===== src/design/pst_pkg.sv =====
// Purpose: constants shared by the system time and timestamp unit
// Assumes: 32-bit APB, one clock domain at 100 MHz
// Notes:   sub-second field rolls over at 2^31 (binary format)
package pst_pkg;
	// register byte offsets
	localparam logic [7:0] OFS_CTRL    = 8'h00;
	localparam logic [7:0] OFS_ADDEND  = 8'h04;
	localparam logic [7:0] OFS_UPDSEC  = 8'h08;
	localparam logic [7:0] OFS_UPDSUB  = 8'h0C;
	localparam logic [7:0] OFS_TIMESEC = 8'h10;
	localparam logic [7:0] OFS_TIMESUB = 8'h14;
	localparam logic [7:0] OFS_INCR    = 8'h18;
	localparam logic [7:0] OFS_STAT    = 8'h1C;
	// control field positions
	localparam int CTL_FINE   = 0;
	localparam int CTL_INIT   = 1;
	localparam int CTL_UPD    = 2;
	localparam int CTL_SUB    = 3;
	localparam int CTL_CLKSEL = 4;
	// status field positions
	localparam int ST_TXPEND = 0;
	localparam int ST_RXPEND = 1;
	localparam int ST_TXDROP = 2;
	localparam int ST_RXDROP = 3;
	// reset values and sub-second rollover point
	localparam logic [31:0] SUBINC_RST = 32'h0000002B;
	localparam logic [31:0] ADDEND_RST = 32'h00000000;
	localparam logic [31:0] SUB_ROLL   = 32'h80000000;
	// timing: one clock serves as both PHY and PTP clock here
	localparam int CLK_PERIOD_NS = 10;
	localparam int RES_NS        = 20;
	localparam int PHY_GAP_CLKS  = 4;
	localparam int PTP_GAP_CLKS  = 3;
	localparam int GAP_CYC       = PHY_GAP_CLKS + PTP_GAP_CLKS;
endpackage


===== src/design/pst_cap_if.sv =====
// Purpose: link between the time unit and one capture channel
// Assumes: single clock domain
// Notes:   sysTime is the live 64-bit reference time
`timescale 1ns/100ps
`default_nettype none
interface pst_cap_if;
	logic        sfd;
	logic        enable;
	logic        take;
	logic [63:0] sysTime;
	logic        tsValid;
	logic [63:0] tsData;
	logic        dropped;
	modport unit (input sfd, enable, take, sysTime,
		output tsValid, tsData, dropped);
	modport host (output sfd, enable, take, sysTime,
		input tsValid, tsData, dropped);
endinterface
`default_nettype wire


===== src/design/pst_capture.sv =====
// Purpose: one timestamp capture channel with hold-off and handshake
// Assumes: sfd is a one-cycle pulse synchronous to clk
// Notes:   a held stamp is never overwritten; later stamps are dropped
`timescale 1ns/100ps
`default_nettype none
module pst_capture
	import pst_pkg::*;
#(
	parameter int GAP = GAP_CYC
) (
	// clock and reset
	input  wire logic clk,
	input  wire logic srst,
	// channel
	pst_cap_if.unit   cap
);
	localparam int CW = $clog2(GAP + 1);

	logic [CW-1:0] gapCnt_q;
	logic          tsValid_q;
	logic [63:0]   tsData_q;
	wire           gapFree;
	wire           accept;

	// a stamp is taken only outside the hold-off and with room to keep it
	assign gapFree = (gapCnt_q == '0);
	assign accept = cap.sfd & cap.enable & gapFree & ~tsValid_q;
	assign cap.dropped = cap.sfd & cap.enable & ~accept;
	assign cap.tsValid = tsValid_q;
	assign cap.tsData = tsData_q;

	// hold-off counter restarts at each accepted stamp
	always_ff @(posedge clk) begin
		if (srst)
			gapCnt_q <= '0;
		else if (accept)
			gapCnt_q <= CW'(GAP - 1);
		else if (!gapFree)
			gapCnt_q <= gapCnt_q - 1'b1;
	end

	// stamp held whole until taken, so no torn 64-bit value escapes
	always_ff @(posedge clk) begin
		if (srst) begin
			tsValid_q <= 1'b0;
			tsData_q  <= '0;
		end else if (accept) begin
			tsValid_q <= 1'b1;
			tsData_q  <= cap.sysTime;
		end else if (cap.take) begin
			tsValid_q <= 1'b0;
		end
	end
endmodule
`default_nettype wire


===== src/design/pst_time_unit.sv =====
// Purpose: 64-bit system time with coarse/fine correction and stamps
// Assumes: reference clock inputs are levels synchronous to clk
// Notes:   each rising level of the chosen source is one PTP tick
//
// Notes on behaviour
// - 64-bit time from reference clock feeds stamps
// - time ticks on selected reference clock source
// - init request loads time from update registers
// - update request adds or subtracts offset once
// - fine mode: addend accumulates, carry increments time
// - accumulator and addend are 32 bits wide
// - each increment adds constant to sub-seconds
// - transmit stamp taken at outgoing delimiter
// - transmit stamp only when descriptor bit set
// - transmit stamp returned in descriptor words two, three
// - every received frame gets a stamp; here a frame arriving while a stamp is still held is dropped
// - receive stamp written to last descriptor only
// - transmit stamp within two PTP clocks
// - pulse-per-second output derived from system time
// - receive stamp within three PHY plus two PTP
// - capture too soon after previous is skipped
`timescale 1ns/100ps
`default_nettype none
module pst_time_unit
	import pst_pkg::*;
#(
	parameter int ADDR_W = 8,
	parameter int GAP    = GAP_CYC
) (
	// clock and reset
	input  wire logic              clk,
	input  wire logic              srst,
	// apb slave
	input  wire logic [ADDR_W-1:0] paddr,
	input  wire logic              psel,
	input  wire logic              penable,
	input  wire logic              pwrite,
	input  wire logic [31:0]       pwdata,
	output logic [31:0]            prdata,
	output logic                   pready,
	output logic                   pslverr,
	// reference clock sources
	input  wire logic              primaryOscillatorClock,
	input  wire logic              fabricToSystemTimeClock,
	// transmit path and descriptor write-back
	input  wire logic              txSfd,
	input  wire logic              txTsRequest,
	input  wire logic              txDescWrite,
	output logic                   txDescTsWrite,
	output logic [31:0]            txDescriptorWordTwo,
	output logic [31:0]            txDescriptorWordThree,
	// receive path and descriptor write-back
	input  wire logic              rxSfd,
	input  wire logic              rxDescWrite,
	input  wire logic              rxDescLast,
	output logic                   rxDescTsWrite,
	output logic [31:0]            rxDescTsLow,
	output logic [31:0]            rxDescTsHigh,
	// fabric monitor
	output logic                   ppsOut
);
	// software-visible state
	logic        fine_q;
	logic        subtract_q;
	logic        clkSel_q;
	logic        initPend_q;
	logic        updPend_q;
	logic [31:0] addend_q;
	logic [31:0] updSec_q;
	logic [31:0] updSub_q;
	logic [31:0] subInc_q;
	logic        txDrop_q;
	logic        rxDrop_q;
	logic [31:0] prdata_q;
	// time state
	logic        refPrev_q;
	logic [31:0] acc_q;
	logic [31:0] sec_q;
	logic [31:0] sub_q;
	logic        pps_q;

	pst_cap_if txCap ();
	pst_cap_if rxCap ();

	// apb decode
	wire [7:0] regOfs = 8'(paddr);
	wire       setupPh = psel & ~penable;
	wire       accessPh = psel & penable;
	wire       mapped = (regOfs[1:0] == 2'b00) && (regOfs <= OFS_STAT);
	wire       wrEn = accessPh & pwrite & mapped;
	wire       wrCtrl = wrEn & (regOfs == OFS_CTRL);
	wire       wrStat = wrEn & (regOfs == OFS_STAT);
	assign pready = 1'b1;
	assign pslverr = accessPh & ~mapped; // unmapped: error, no effect
	assign prdata = prdata_q;

	// read mux; reserved bits read zero
	wire [31:0] ctrlRd = {27'h0, clkSel_q, subtract_q, updPend_q,
		initPend_q, fine_q};
	wire [31:0] statRd = {28'h0, rxDrop_q, txDrop_q, rxCap.tsValid,
		txCap.tsValid};
	logic [31:0] rdMux;
	always_comb begin
		case (regOfs)
			OFS_CTRL:    rdMux = ctrlRd;
			OFS_ADDEND:  rdMux = addend_q;
			OFS_UPDSEC:  rdMux = updSec_q;
			OFS_UPDSUB:  rdMux = updSub_q;
			OFS_TIMESEC: rdMux = sec_q;
			OFS_TIMESUB: rdMux = sub_q;
			OFS_INCR:    rdMux = subInc_q;
			OFS_STAT:    rdMux = statRd;
			default:     rdMux = 32'h00000000;
		endcase
	end

	// read data latched in setup so it is a flop during access
	always_ff @(posedge clk) begin
		if (srst)
			prdata_q <= '0;
		else if (setupPh)
			prdata_q <= pwrite ? 32'h00000000 : rdMux;
	end

	// configuration registers
	always_ff @(posedge clk) begin
		if (srst) begin
			fine_q     <= 1'b0;
			subtract_q <= 1'b0;
			clkSel_q   <= 1'b0;
			addend_q   <= ADDEND_RST;
			updSec_q   <= '0;
			updSub_q   <= '0;
			subInc_q   <= SUBINC_RST;
		end else if (wrEn) begin
			case (regOfs)
				OFS_CTRL: begin
					fine_q     <= pwdata[CTL_FINE];
					subtract_q <= pwdata[CTL_SUB];
					clkSel_q   <= pwdata[CTL_CLKSEL];
				end
				OFS_ADDEND: addend_q <= pwdata;
				OFS_UPDSEC: updSec_q <= pwdata;
				OFS_UPDSUB: updSub_q <= pwdata;
				OFS_INCR:   subInc_q <= pwdata;
				default: ;
			endcase
		end
	end

	// one-shot correction commands, cleared once applied
	always_ff @(posedge clk) begin
		if (srst) begin
			initPend_q <= 1'b0;
			updPend_q  <= 1'b0;
		end else begin
			initPend_q <= wrCtrl & pwdata[CTL_INIT];
			updPend_q  <= wrCtrl & pwdata[CTL_UPD];
		end
	end

	// sticky drop flags, write one to clear; a new drop wins
	always_ff @(posedge clk) begin
		if (srst) begin
			txDrop_q <= 1'b0;
			rxDrop_q <= 1'b0;
		end else begin
			txDrop_q <= (txDrop_q & ~(wrStat & pwdata[ST_TXDROP]))
				| txCap.dropped;
			rxDrop_q <= (rxDrop_q & ~(wrStat & pwdata[ST_RXDROP]))
				| rxCap.dropped;
		end
	end

	// reference tick: rising level of the selected source
	wire refLvl = clkSel_q ? fabricToSystemTimeClock : primaryOscillatorClock;
	wire refTick = refLvl & ~refPrev_q;
	always_ff @(posedge clk) begin
		if (srst)
			refPrev_q <= 1'b0;
		else
			refPrev_q <= refLvl;
	end

	// fine accumulator; its carry is the increment pulse
	wire [32:0] accSum = {1'b0, acc_q} + {1'b0, addend_q};
	wire        accCarry = accSum[32];
	wire        incPulse = refTick & (fine_q ? accCarry : 1'b1);
	always_ff @(posedge clk) begin
		if (srst)
			acc_q <= '0;
		else if (refTick && fine_q)
			acc_q <= accSum[31:0];
	end

	// regular step with rollover into seconds
	wire [32:0] subAdv = {1'b0, sub_q} + {1'b0, subInc_q};
	wire        subRoll = subAdv >= {1'b0, SUB_ROLL};
	wire [31:0] subStep = subRoll ? subAdv[31:0] - SUB_ROLL : subAdv[31:0];

	// coarse offset; software keeps the offset sub-seconds below rollover
	wire [32:0] addSub = {1'b0, sub_q} + {1'b0, updSub_q};
	wire        addCarry = addSub >= {1'b0, SUB_ROLL};
	wire [32:0] difSub = {1'b0, sub_q} - {1'b0, updSub_q};
	wire        borrow = difSub[32];
	wire [31:0] offSubAdd = addCarry ? addSub[31:0] - SUB_ROLL : addSub[31:0];
	wire [31:0] offSubDif = borrow ? difSub[31:0] + SUB_ROLL : difSub[31:0];
	wire [31:0] offSub = subtract_q ? offSubDif : offSubAdd;
	wire [31:0] offSec = subtract_q ? sec_q - updSec_q - {31'h0, borrow}
		: sec_q + updSec_q + {31'h0, addCarry};

	// time register; a correction takes priority over a tick that cycle
	always_ff @(posedge clk) begin
		if (srst) begin
			sec_q <= '0;
			sub_q <= '0;
		end else if (initPend_q) begin
			sec_q <= updSec_q;
			sub_q <= updSub_q;
		end else if (updPend_q) begin
			sec_q <= offSec;
			sub_q <= offSub;
		end else if (incPulse) begin
			sec_q <= sec_q + {31'h0, subRoll};
			sub_q <= subStep;
		end
	end

	// high during the first half of each second
	always_ff @(posedge clk) begin
		if (srst)
			pps_q <= 1'b0;
		else
			pps_q <= ~sub_q[30];
	end
	assign ppsOut = pps_q;

	// capture channels share the live 64-bit time
	assign txCap.sysTime = {sec_q, sub_q};
	assign rxCap.sysTime = {sec_q, sub_q};
	assign txCap.sfd = txSfd;
	assign txCap.enable = txTsRequest;
	assign rxCap.sfd = rxSfd;
	assign rxCap.enable = 1'b1;
	// write-back only when DMA stores this frame's descriptor
	assign txDescTsWrite = txDescWrite & txCap.tsValid;
	assign txCap.take = txDescTsWrite;
	assign rxDescTsWrite = rxDescWrite & rxDescLast & rxCap.tsValid;
	assign rxCap.take = rxDescTsWrite;
	assign txDescriptorWordTwo = txCap.tsData[31:0];
	assign txDescriptorWordThree = txCap.tsData[63:32];
	assign rxDescTsLow = rxCap.tsData[31:0];
	assign rxDescTsHigh = rxCap.tsData[63:32];

	pst_capture #(
		.GAP (GAP)
	) u_txCapture (
		.clk  (clk),
		.srst (srst),
		.cap  (txCap)
	);

	pst_capture #(
		.GAP (GAP)
	) u_rxCapture (
		.clk  (clk),
		.srst (srst),
		.cap  (rxCap)
	);
endmodule
`default_nettype wire


===== config.mk =====
export PLATFORM = sky130hd
export DESIGN_NAME = pst_time_unit
export DESIGN_NICKNAME = d
export VERILOG_FILES = /design/src/design/pst_pkg.sv /design/src/design/pst_cap_if.sv /design/src/design/pst_capture.sv /design/src/design/pst_time_unit.sv
export SDC_FILE = /design/constraint.sdc
export NUM_CORES = 1
export LEC_CHECK = 0
export BUFFER_PORTS_ARGS = -buffer_cell sky130_fd_sc_hd__buf_4
export CAP_MARGIN = 20
export CORE_UTILIZATION = 35
export CTS_CLUSTER_DIAMETER = 150
export DETAILED_ROUTE_END_ITERATION = 12
export MAX_ROUTING_LAYER = met4
export PLACE_DENSITY = 0.59
export SLEW_MARGIN = 10
export SYNTH_ARGS = -nofsm -noshare
export SYNTH_HDL_FRONTEND = slang
export SYNTH_SLANG_ARGS = --single-unit

===== constraint.sdc =====
create_clock -name clk -period 12 [get_ports clk]
set_clock_uncertainty 0.1 [all_clocks]
set_input_delay 2.4 -clock clk [delete_from_list [all_inputs] [get_ports clk]]
set_output_delay 2.4 -clock clk [all_outputs]
set_load 0.03 [all_outputs]

==> metrics.cfg, run 1 <==
[cells_and_area]
layout.nets=3985
area_growth_pct=14.7
layout_commonest_cell=nand2_1
regArea_sq_um=8030
n_antenna_cell=0
multi_input_area_sq_um=17300
fillers=7990
layout-drive-gt1-share_pct=10.5
final_cell_mix=696 x nand2_1, 513 x a21oi_1, 398 x dfxtp_1, 258 x buf_4, 224 x ha_1

[power]
ir_drop_mv=0.0942
p_leak_nw=12.1
powerDensity_nw_per_um2=111

[synth]
async_reset_ff_share_pct=0
syn_nets=3901
synth_area_per_cell_sq_um=7.43
syn_area_sq_um=26900
ys_warn_count=0
ys_seq_area_share_pct=29.9
synthDistinctLibCells=93
synth-edff-count=0
yosys_most_used_dff=dfxtp_1
synthCells=3616
ys_seq_elements=401

[worst_setup_path]
critPathMaxFanout=6
crit_arrival_ns=7.95
crit_path_start_kind=flop
cp.required_ns=12.41
crit_path_end_kind=flop
critPathKind=flop to flop

[sta]
slew_viol_final=0
setup_ws_ns=4.46
timing.fmax_mhz=133
rsz0062_at_grt=false
fin_setup_tns_ns=0
setup_violations=0
hold_viol=0
worst_slew_pin_slew_ns=1.04
min_period_ns=7.54
fin_crit_sh_pct=62.8
max_slew_margin_pct=30.2

[global_route]
gr-usage-all-layers_pct=27.7
grt_pass1_vias=25257
antenna_found_initial=2
overflow=0
grt_start_max_net_pins=85
grt_pass1_wl_mm=161

[floorplanning]
start_util_pct=35.4
fp-row-count=101
die_w_um=279
ios=218
dieHeight_um=279
die_area_sq_um=77900
coreArea_sq_um=75900

[clock_tree]
cts_root_buffer=clkbuf_16
cts_tree=yes
ctsResizeCount=0
cts_sinks=401
path_clk_slew_ns=0.07
h-tree-depth=2
postCtsSetupBuffers=0
numCtsBuffers=47
clk_latency_ns=0.60
clock_path_buffers=3
hold_buffers=0

[detailed_routing]
drtIter0Drc=2522
drc=0
wl_per_cell_um=22.8
wirelength_mm=109
first_pass_iters=5
antenna_left=0
vias=27268
via_per_inst=5.73

[placed_design]
numPortBuffers=216
dpl.hpwl_mm=79.2
pre_cts_slack_ns=4.70
gp_congestion=1.00

[run]
drv_cap=0

[worst_hold_path]
hold_path_class=flop to flop

[run_status]
status=finished, final reports clean

==> stage by stage <==
step                hold WS (ns)  util, %  std cells  total power [W]  area [sq um]
finish                     0.353     40.6       4762          0.00343         30800
global route               0.371     40.6       4762          0.00356         30800
CTS                        0.355     40.6       4762          0.00344         30800
detailed placement         0.347     38.6       4681          0.00201         29300
global placement           0.343     38.6       4681          0.00201         29300
floorplan                  0.336        -       3616          0.00181         26900
==> final timing paths <==
kind,start,endpoint,slack [ns],depth (start not counted)
hold reg to reg,u_txCapture.cap.tsData[18]$_SDFFE_PP0P_,u_txCapture.cap.tsData[18]$_SDFFE_PP0P_,0.35,2
hold / removal,u_txCapture.cap.tsData[18]$_SDFFE_PP0P_,u_txCapture.cap.tsData[18]$_SDFFE_PP0P_,0.35,2
setup / recovery,sub_q[0]$_SDFFE_PP0P_,sec_q[30]$_SDFFE_PP0P_,4.46,26
setup reg to reg,sub_q[0]$_SDFFE_PP0P_,sec_q[30]$_SDFFE_PP0P_,4.46,26
==> logic make-up after synthesis <==
| logic type | count (synthesis) | synth area share (%) |
|---|---|---|
| other cells | 1 | 0.0140 |
| compound gates | 1185 | 28.3 |
| xor+xnor | 153 | 4.99 |
| flops | 401 | 29.9 |
| buf+inv | 431 | 6.17 |
| fa+ha+maj | 232 | 11.0 |
| simple gates | 1199 | 19.1 |
| mux | 14 | 0.526 |
==> layer usage <==
metal,part of all wire (%),global-route usage (%)
met5,0,-
met4,6.6,16.8
met3,6.3,3.45
met2,44,42.0
met1,43,35.2
==> cell type report <==
| type | count | area share (%) |
|---|---|---|
| clock buffers | 66 | 4.35 |
| clock inverters | 15 | 0.495 |
| inverters | 207 | 2.53 |
| multi-input cells | 2784 | 56.0 |
| flip-flops and latches | 401 | 26.1 |
| well taps | 1030 | 4.18 |
| repair buffers | 259 | 6.34 |
==> power breakdown <==
part | internal [W] | switching [W] | total (W)
Combinational | 0.000183 | 0.000400 | 0.000584
Clock | 0.000819 | 0.000614 | 0.00143
Sequential | 0.00137 | 0.0000453 | 0.00141
Total | 0.00237 | 0.00106 | 0.00343
==> Yosys cell counts, types with 32 or more instances <==
cell / n / area share, %
a211oi_1: 70 / 2.0
a21o_1: 53 / 1.5
a21oi_1: 514 / 9.6
a22oi_1: 108 / 3.0
a31oi_1: 54 / 1.3
clkbuf_1: 197 / 2.8
dfxtp_1: 401 / 30
ha_1: 224 / 10
inv_1: 205 / 2.9
nand2_1: 699 / 9.8
nand2b_1: 38 / 0.88
nand3_1: 61 / 1.1
nor2_1: 197 / 2.8
nor3_1: 64 / 1.2
o21ai_0: 107 / 2.0
xnor2_1: 121 / 3.9
xor2_1: 32 / 1.0
==> worst max-delay path, stage by stage (launching register included) <==
cell and delay [ns]:
dfxtp_1 0.43, inv_1 0.09, ha_1 0.21, fa_1 0.40, inv_1 0.07, a21oi_1 0.10, o211a_1 0.30, o31ai_1 0.57
a31oi_1 0.30, o21ai_1 0.31, a41o_1 0.25, o41a_1 0.35, fa_1 0.51, ha_1 0.21, or2_2 0.28, fa_1 0.39
nor2b_1 0.17, o21ai_0 0.10, a21oi_1 0.29, o21ai_1 0.21, o2111ai_2 0.34, a311oi_1 0.22, a2111oi_2 0.63, nor3_1 0.10
a22oi_1 0.15, a21oi_1 0.09, o32ai_1 0.27
(Power assumes the default switching activity.)
==> run 2: changes to the inputs <==
--- a/config.mk
+++ b/config.mk
@@ -11,7 +11,7 @@
 export CTS_CLUSTER_DIAMETER = 150
 export DETAILED_ROUTE_END_ITERATION = 12
 export MAX_ROUTING_LAYER = met4
-export PLACE_DENSITY = 0.59
+export PLACE_DENSITY = 0.61
 export SLEW_MARGIN = 10
 export SYNTH_ARGS = -nofsm -noshare
 export SYNTH_HDL_FRONTEND = slang
==> constraint.sdc (replaced) <==
create_clock -name clk -period 6.9 [get_ports clk]
set_clock_uncertainty 0.1 [all_clocks]
set_input_delay 1.38 -clock clk [delete_from_list [all_inputs] [get_ports clk]]
set_output_delay 1.38 -clock clk [all_outputs]
set_load 0.03 [all_outputs]
==> run 2 against run 1 <==
Compared with the run above: register-to-register slack worse by 4.2 ns; cell area rose by 2.0%; sequential cell count unchanged; worst setup slack lost 4.2 ns; clock power grew 90%; critical path type unchanged; sequential share of layout area decreased by 0.51 points.
==> metrics.cfg, run 2 (synthesized netlist as in run 1, its figures left out) <==
[clock_tree]
numCtsBuffers=46
cts_sinks=401
cts_root_buffer=clkbuf_16
clock_path_buffers=3
hold_buffers=0
path_clk_slew_ns=0.06
clk_latency_ns=0.62
cts_tree=yes
h-tree-depth=2

[placed_design]
numPortBuffers=216
dpl.hpwl_mm=80.6
placed_area_sq_um=29700
gp_congestion=0.981

[worst_setup_path]
critPathMaxFanout=4
crit_path_frequent_cell=buf_4
startpoint=updSub_q[4]$_SDFFE_PP0P_
timing.rr.start=updSub_q[4]$_SDFFE_PP0P_
crit_arrival_ns=7.01
crit_path_start_kind=flop
cp_slowest_cell=fa_1
cpPeakStageDelay_ns=0.57
crit_path_end_kind=flop
cp.required_ns=7.28
critPathKind=flop to flop

[floorplanning]
fp-row-count=101
die_w_um=279
die_area_sq_um=77900
coreArea_sq_um=75900
start_util_pct=35.4
ios=218
dieHeight_um=279

[global_route]
grt_pass1_vias=25703
gr-usage-all-layers_pct=28.4
antenna_found_initial=5
overflow=0
grt_start_max_net_pins=180
grt_pass1_wl_mm=165

[cells_and_area]
postLayoutCoreUtil_pct=41.4
finish.instance_area_sq_um=31400
area_growth_pct=17.0
final_cell_mix=698 x nand2_1, 512 x a21oi_1, 397 x dfxtp_1, 310 x buf_4, 224 x ha_1
regArea_sq_um=8030
fillers=7962
multi_input_area_sq_um=17300
layout-drive-gt1-share_pct=12.0
layout_commonest_cell=nand2_1
layout.nets=4037

[detailed_routing]
drtIter0Drc=2670
first_pass_iters=5
drc=0
via_per_inst=5.72
antenna_left=0
vias=27537
wirelength_mm=111
wl_per_cell_um=23.0

[power]
p_leak_nw=12.4
p_sw_w=0.00188
power_frac_seq_pct=39.3
p_sw_share_pct=30.2
p_clk_share_pct=43.7
powerDensity_nw_per_um2=198
power_frac_comb_pct=17.0
internal_power_w=0.00435
ir_drop_mv=0.170

[sta]
slew_viol_final=0
max_slew_margin_pct=26.5
hold_viol=0
fin_setup_tns_ns=0
setup_violations=0
min_period_ns=6.63
rsz0062_at_grt=false
fin_crit_sh_pct=96.0
worst_slew_pin_slew_ns=1.10
timing.fmax_mhz=151

[worst_hold_path]
hold_path_class=flop to flop
hold_path.startpoint=u_txCapture.cap.tsData[43]$_SDFFE_PP0P_

[run_status]
status=finished, final reports clean

[run]
drv_cap=0

run 2: critical path, delay by kind of cell, from the launching register on:
kind / cells / cell delay, ns
xor gates and xnor gates: 1 / 0.16
AOI/OAI and AO/OA: 15 / 3.18
buffers and inverters: 5 / 0.66
adders and majority gates: 4 / 1.45
DFF: 1 / 0.37
and+or+nand+nor: 3 / 0.59
run 2: repair_timing:
item / 4_1_cts / 5_1_grt
endpoints found under the setup margin: 2 / 9
resized for setup: 1 / 14
buffers inserted: 0 / 3
pin swaps: 0 / 4
run 2: power groups by stage:
stage / logic [W] / clock network, W / registers [W]
floorplan: 0.000626 / 0 / 0.00252
CTS: 0.00103 / 0.00276 / 0.00244
global placement: 0.00103 / 0 / 0.00249
detailed placement: 0.00103 / 0 / 0.00250
finish: 0.00106 / 0.00272 / 0.00245
global route: 0.00113 / 0.00285 / 0.00245
run 2: final cells by class:
cell class | count | area share [%]
multi-input cells | 2784 | 55.1
flip-flops and latches | 401 | 25.6
repair buffers | 312 | 7.52
clock buffers | 62 | 4.14
well taps | 1030 | 4.10
inverters | 207 | 2.48
clock inverters | 18 | 1.03
diodes | 4 | 0.0318
run 2: final timing paths:
kind / endpoint / slack [ns] / cells past startpoint
worst min-delay path: u_txCapture.cap.tsData[43]$_SDFFE_PP0P_ / 0.35 / 2
worst max-delay path: sec_q[26]$_SDFFE_PP0P_ / 0.27 / 28
worst min register to register: u_txCapture.cap.tsData[43]$_SDFFE_PP0P_ / 0.35 / 2
worst max register to register: sec_q[26]$_SDFFE_PP0P_ / 0.27 / 28
run 2: layer usage:
metal | global-route usage (%) | wire, um
met1 | 36.7 | 47500
met2 | 43.8 | 50100
met3 | 4.36 | 8020
met4 | 12.0 | 5270
met5 | - | 0
run 2: per-stage QoR:
step                      cells  setup WS (ns)  power (W)  hold slack, ns
after global routing       4818        0.00315    0.00643           0.367
final                      4818          0.273    0.00623           0.353
after CTS                  4811         0.0464    0.00624           0.355
after detailed placement   4731        -0.0176    0.00352           0.347
after global placement     4731          0.130    0.00352           0.343
after floorplan            3616          0.955    0.00315           0.336
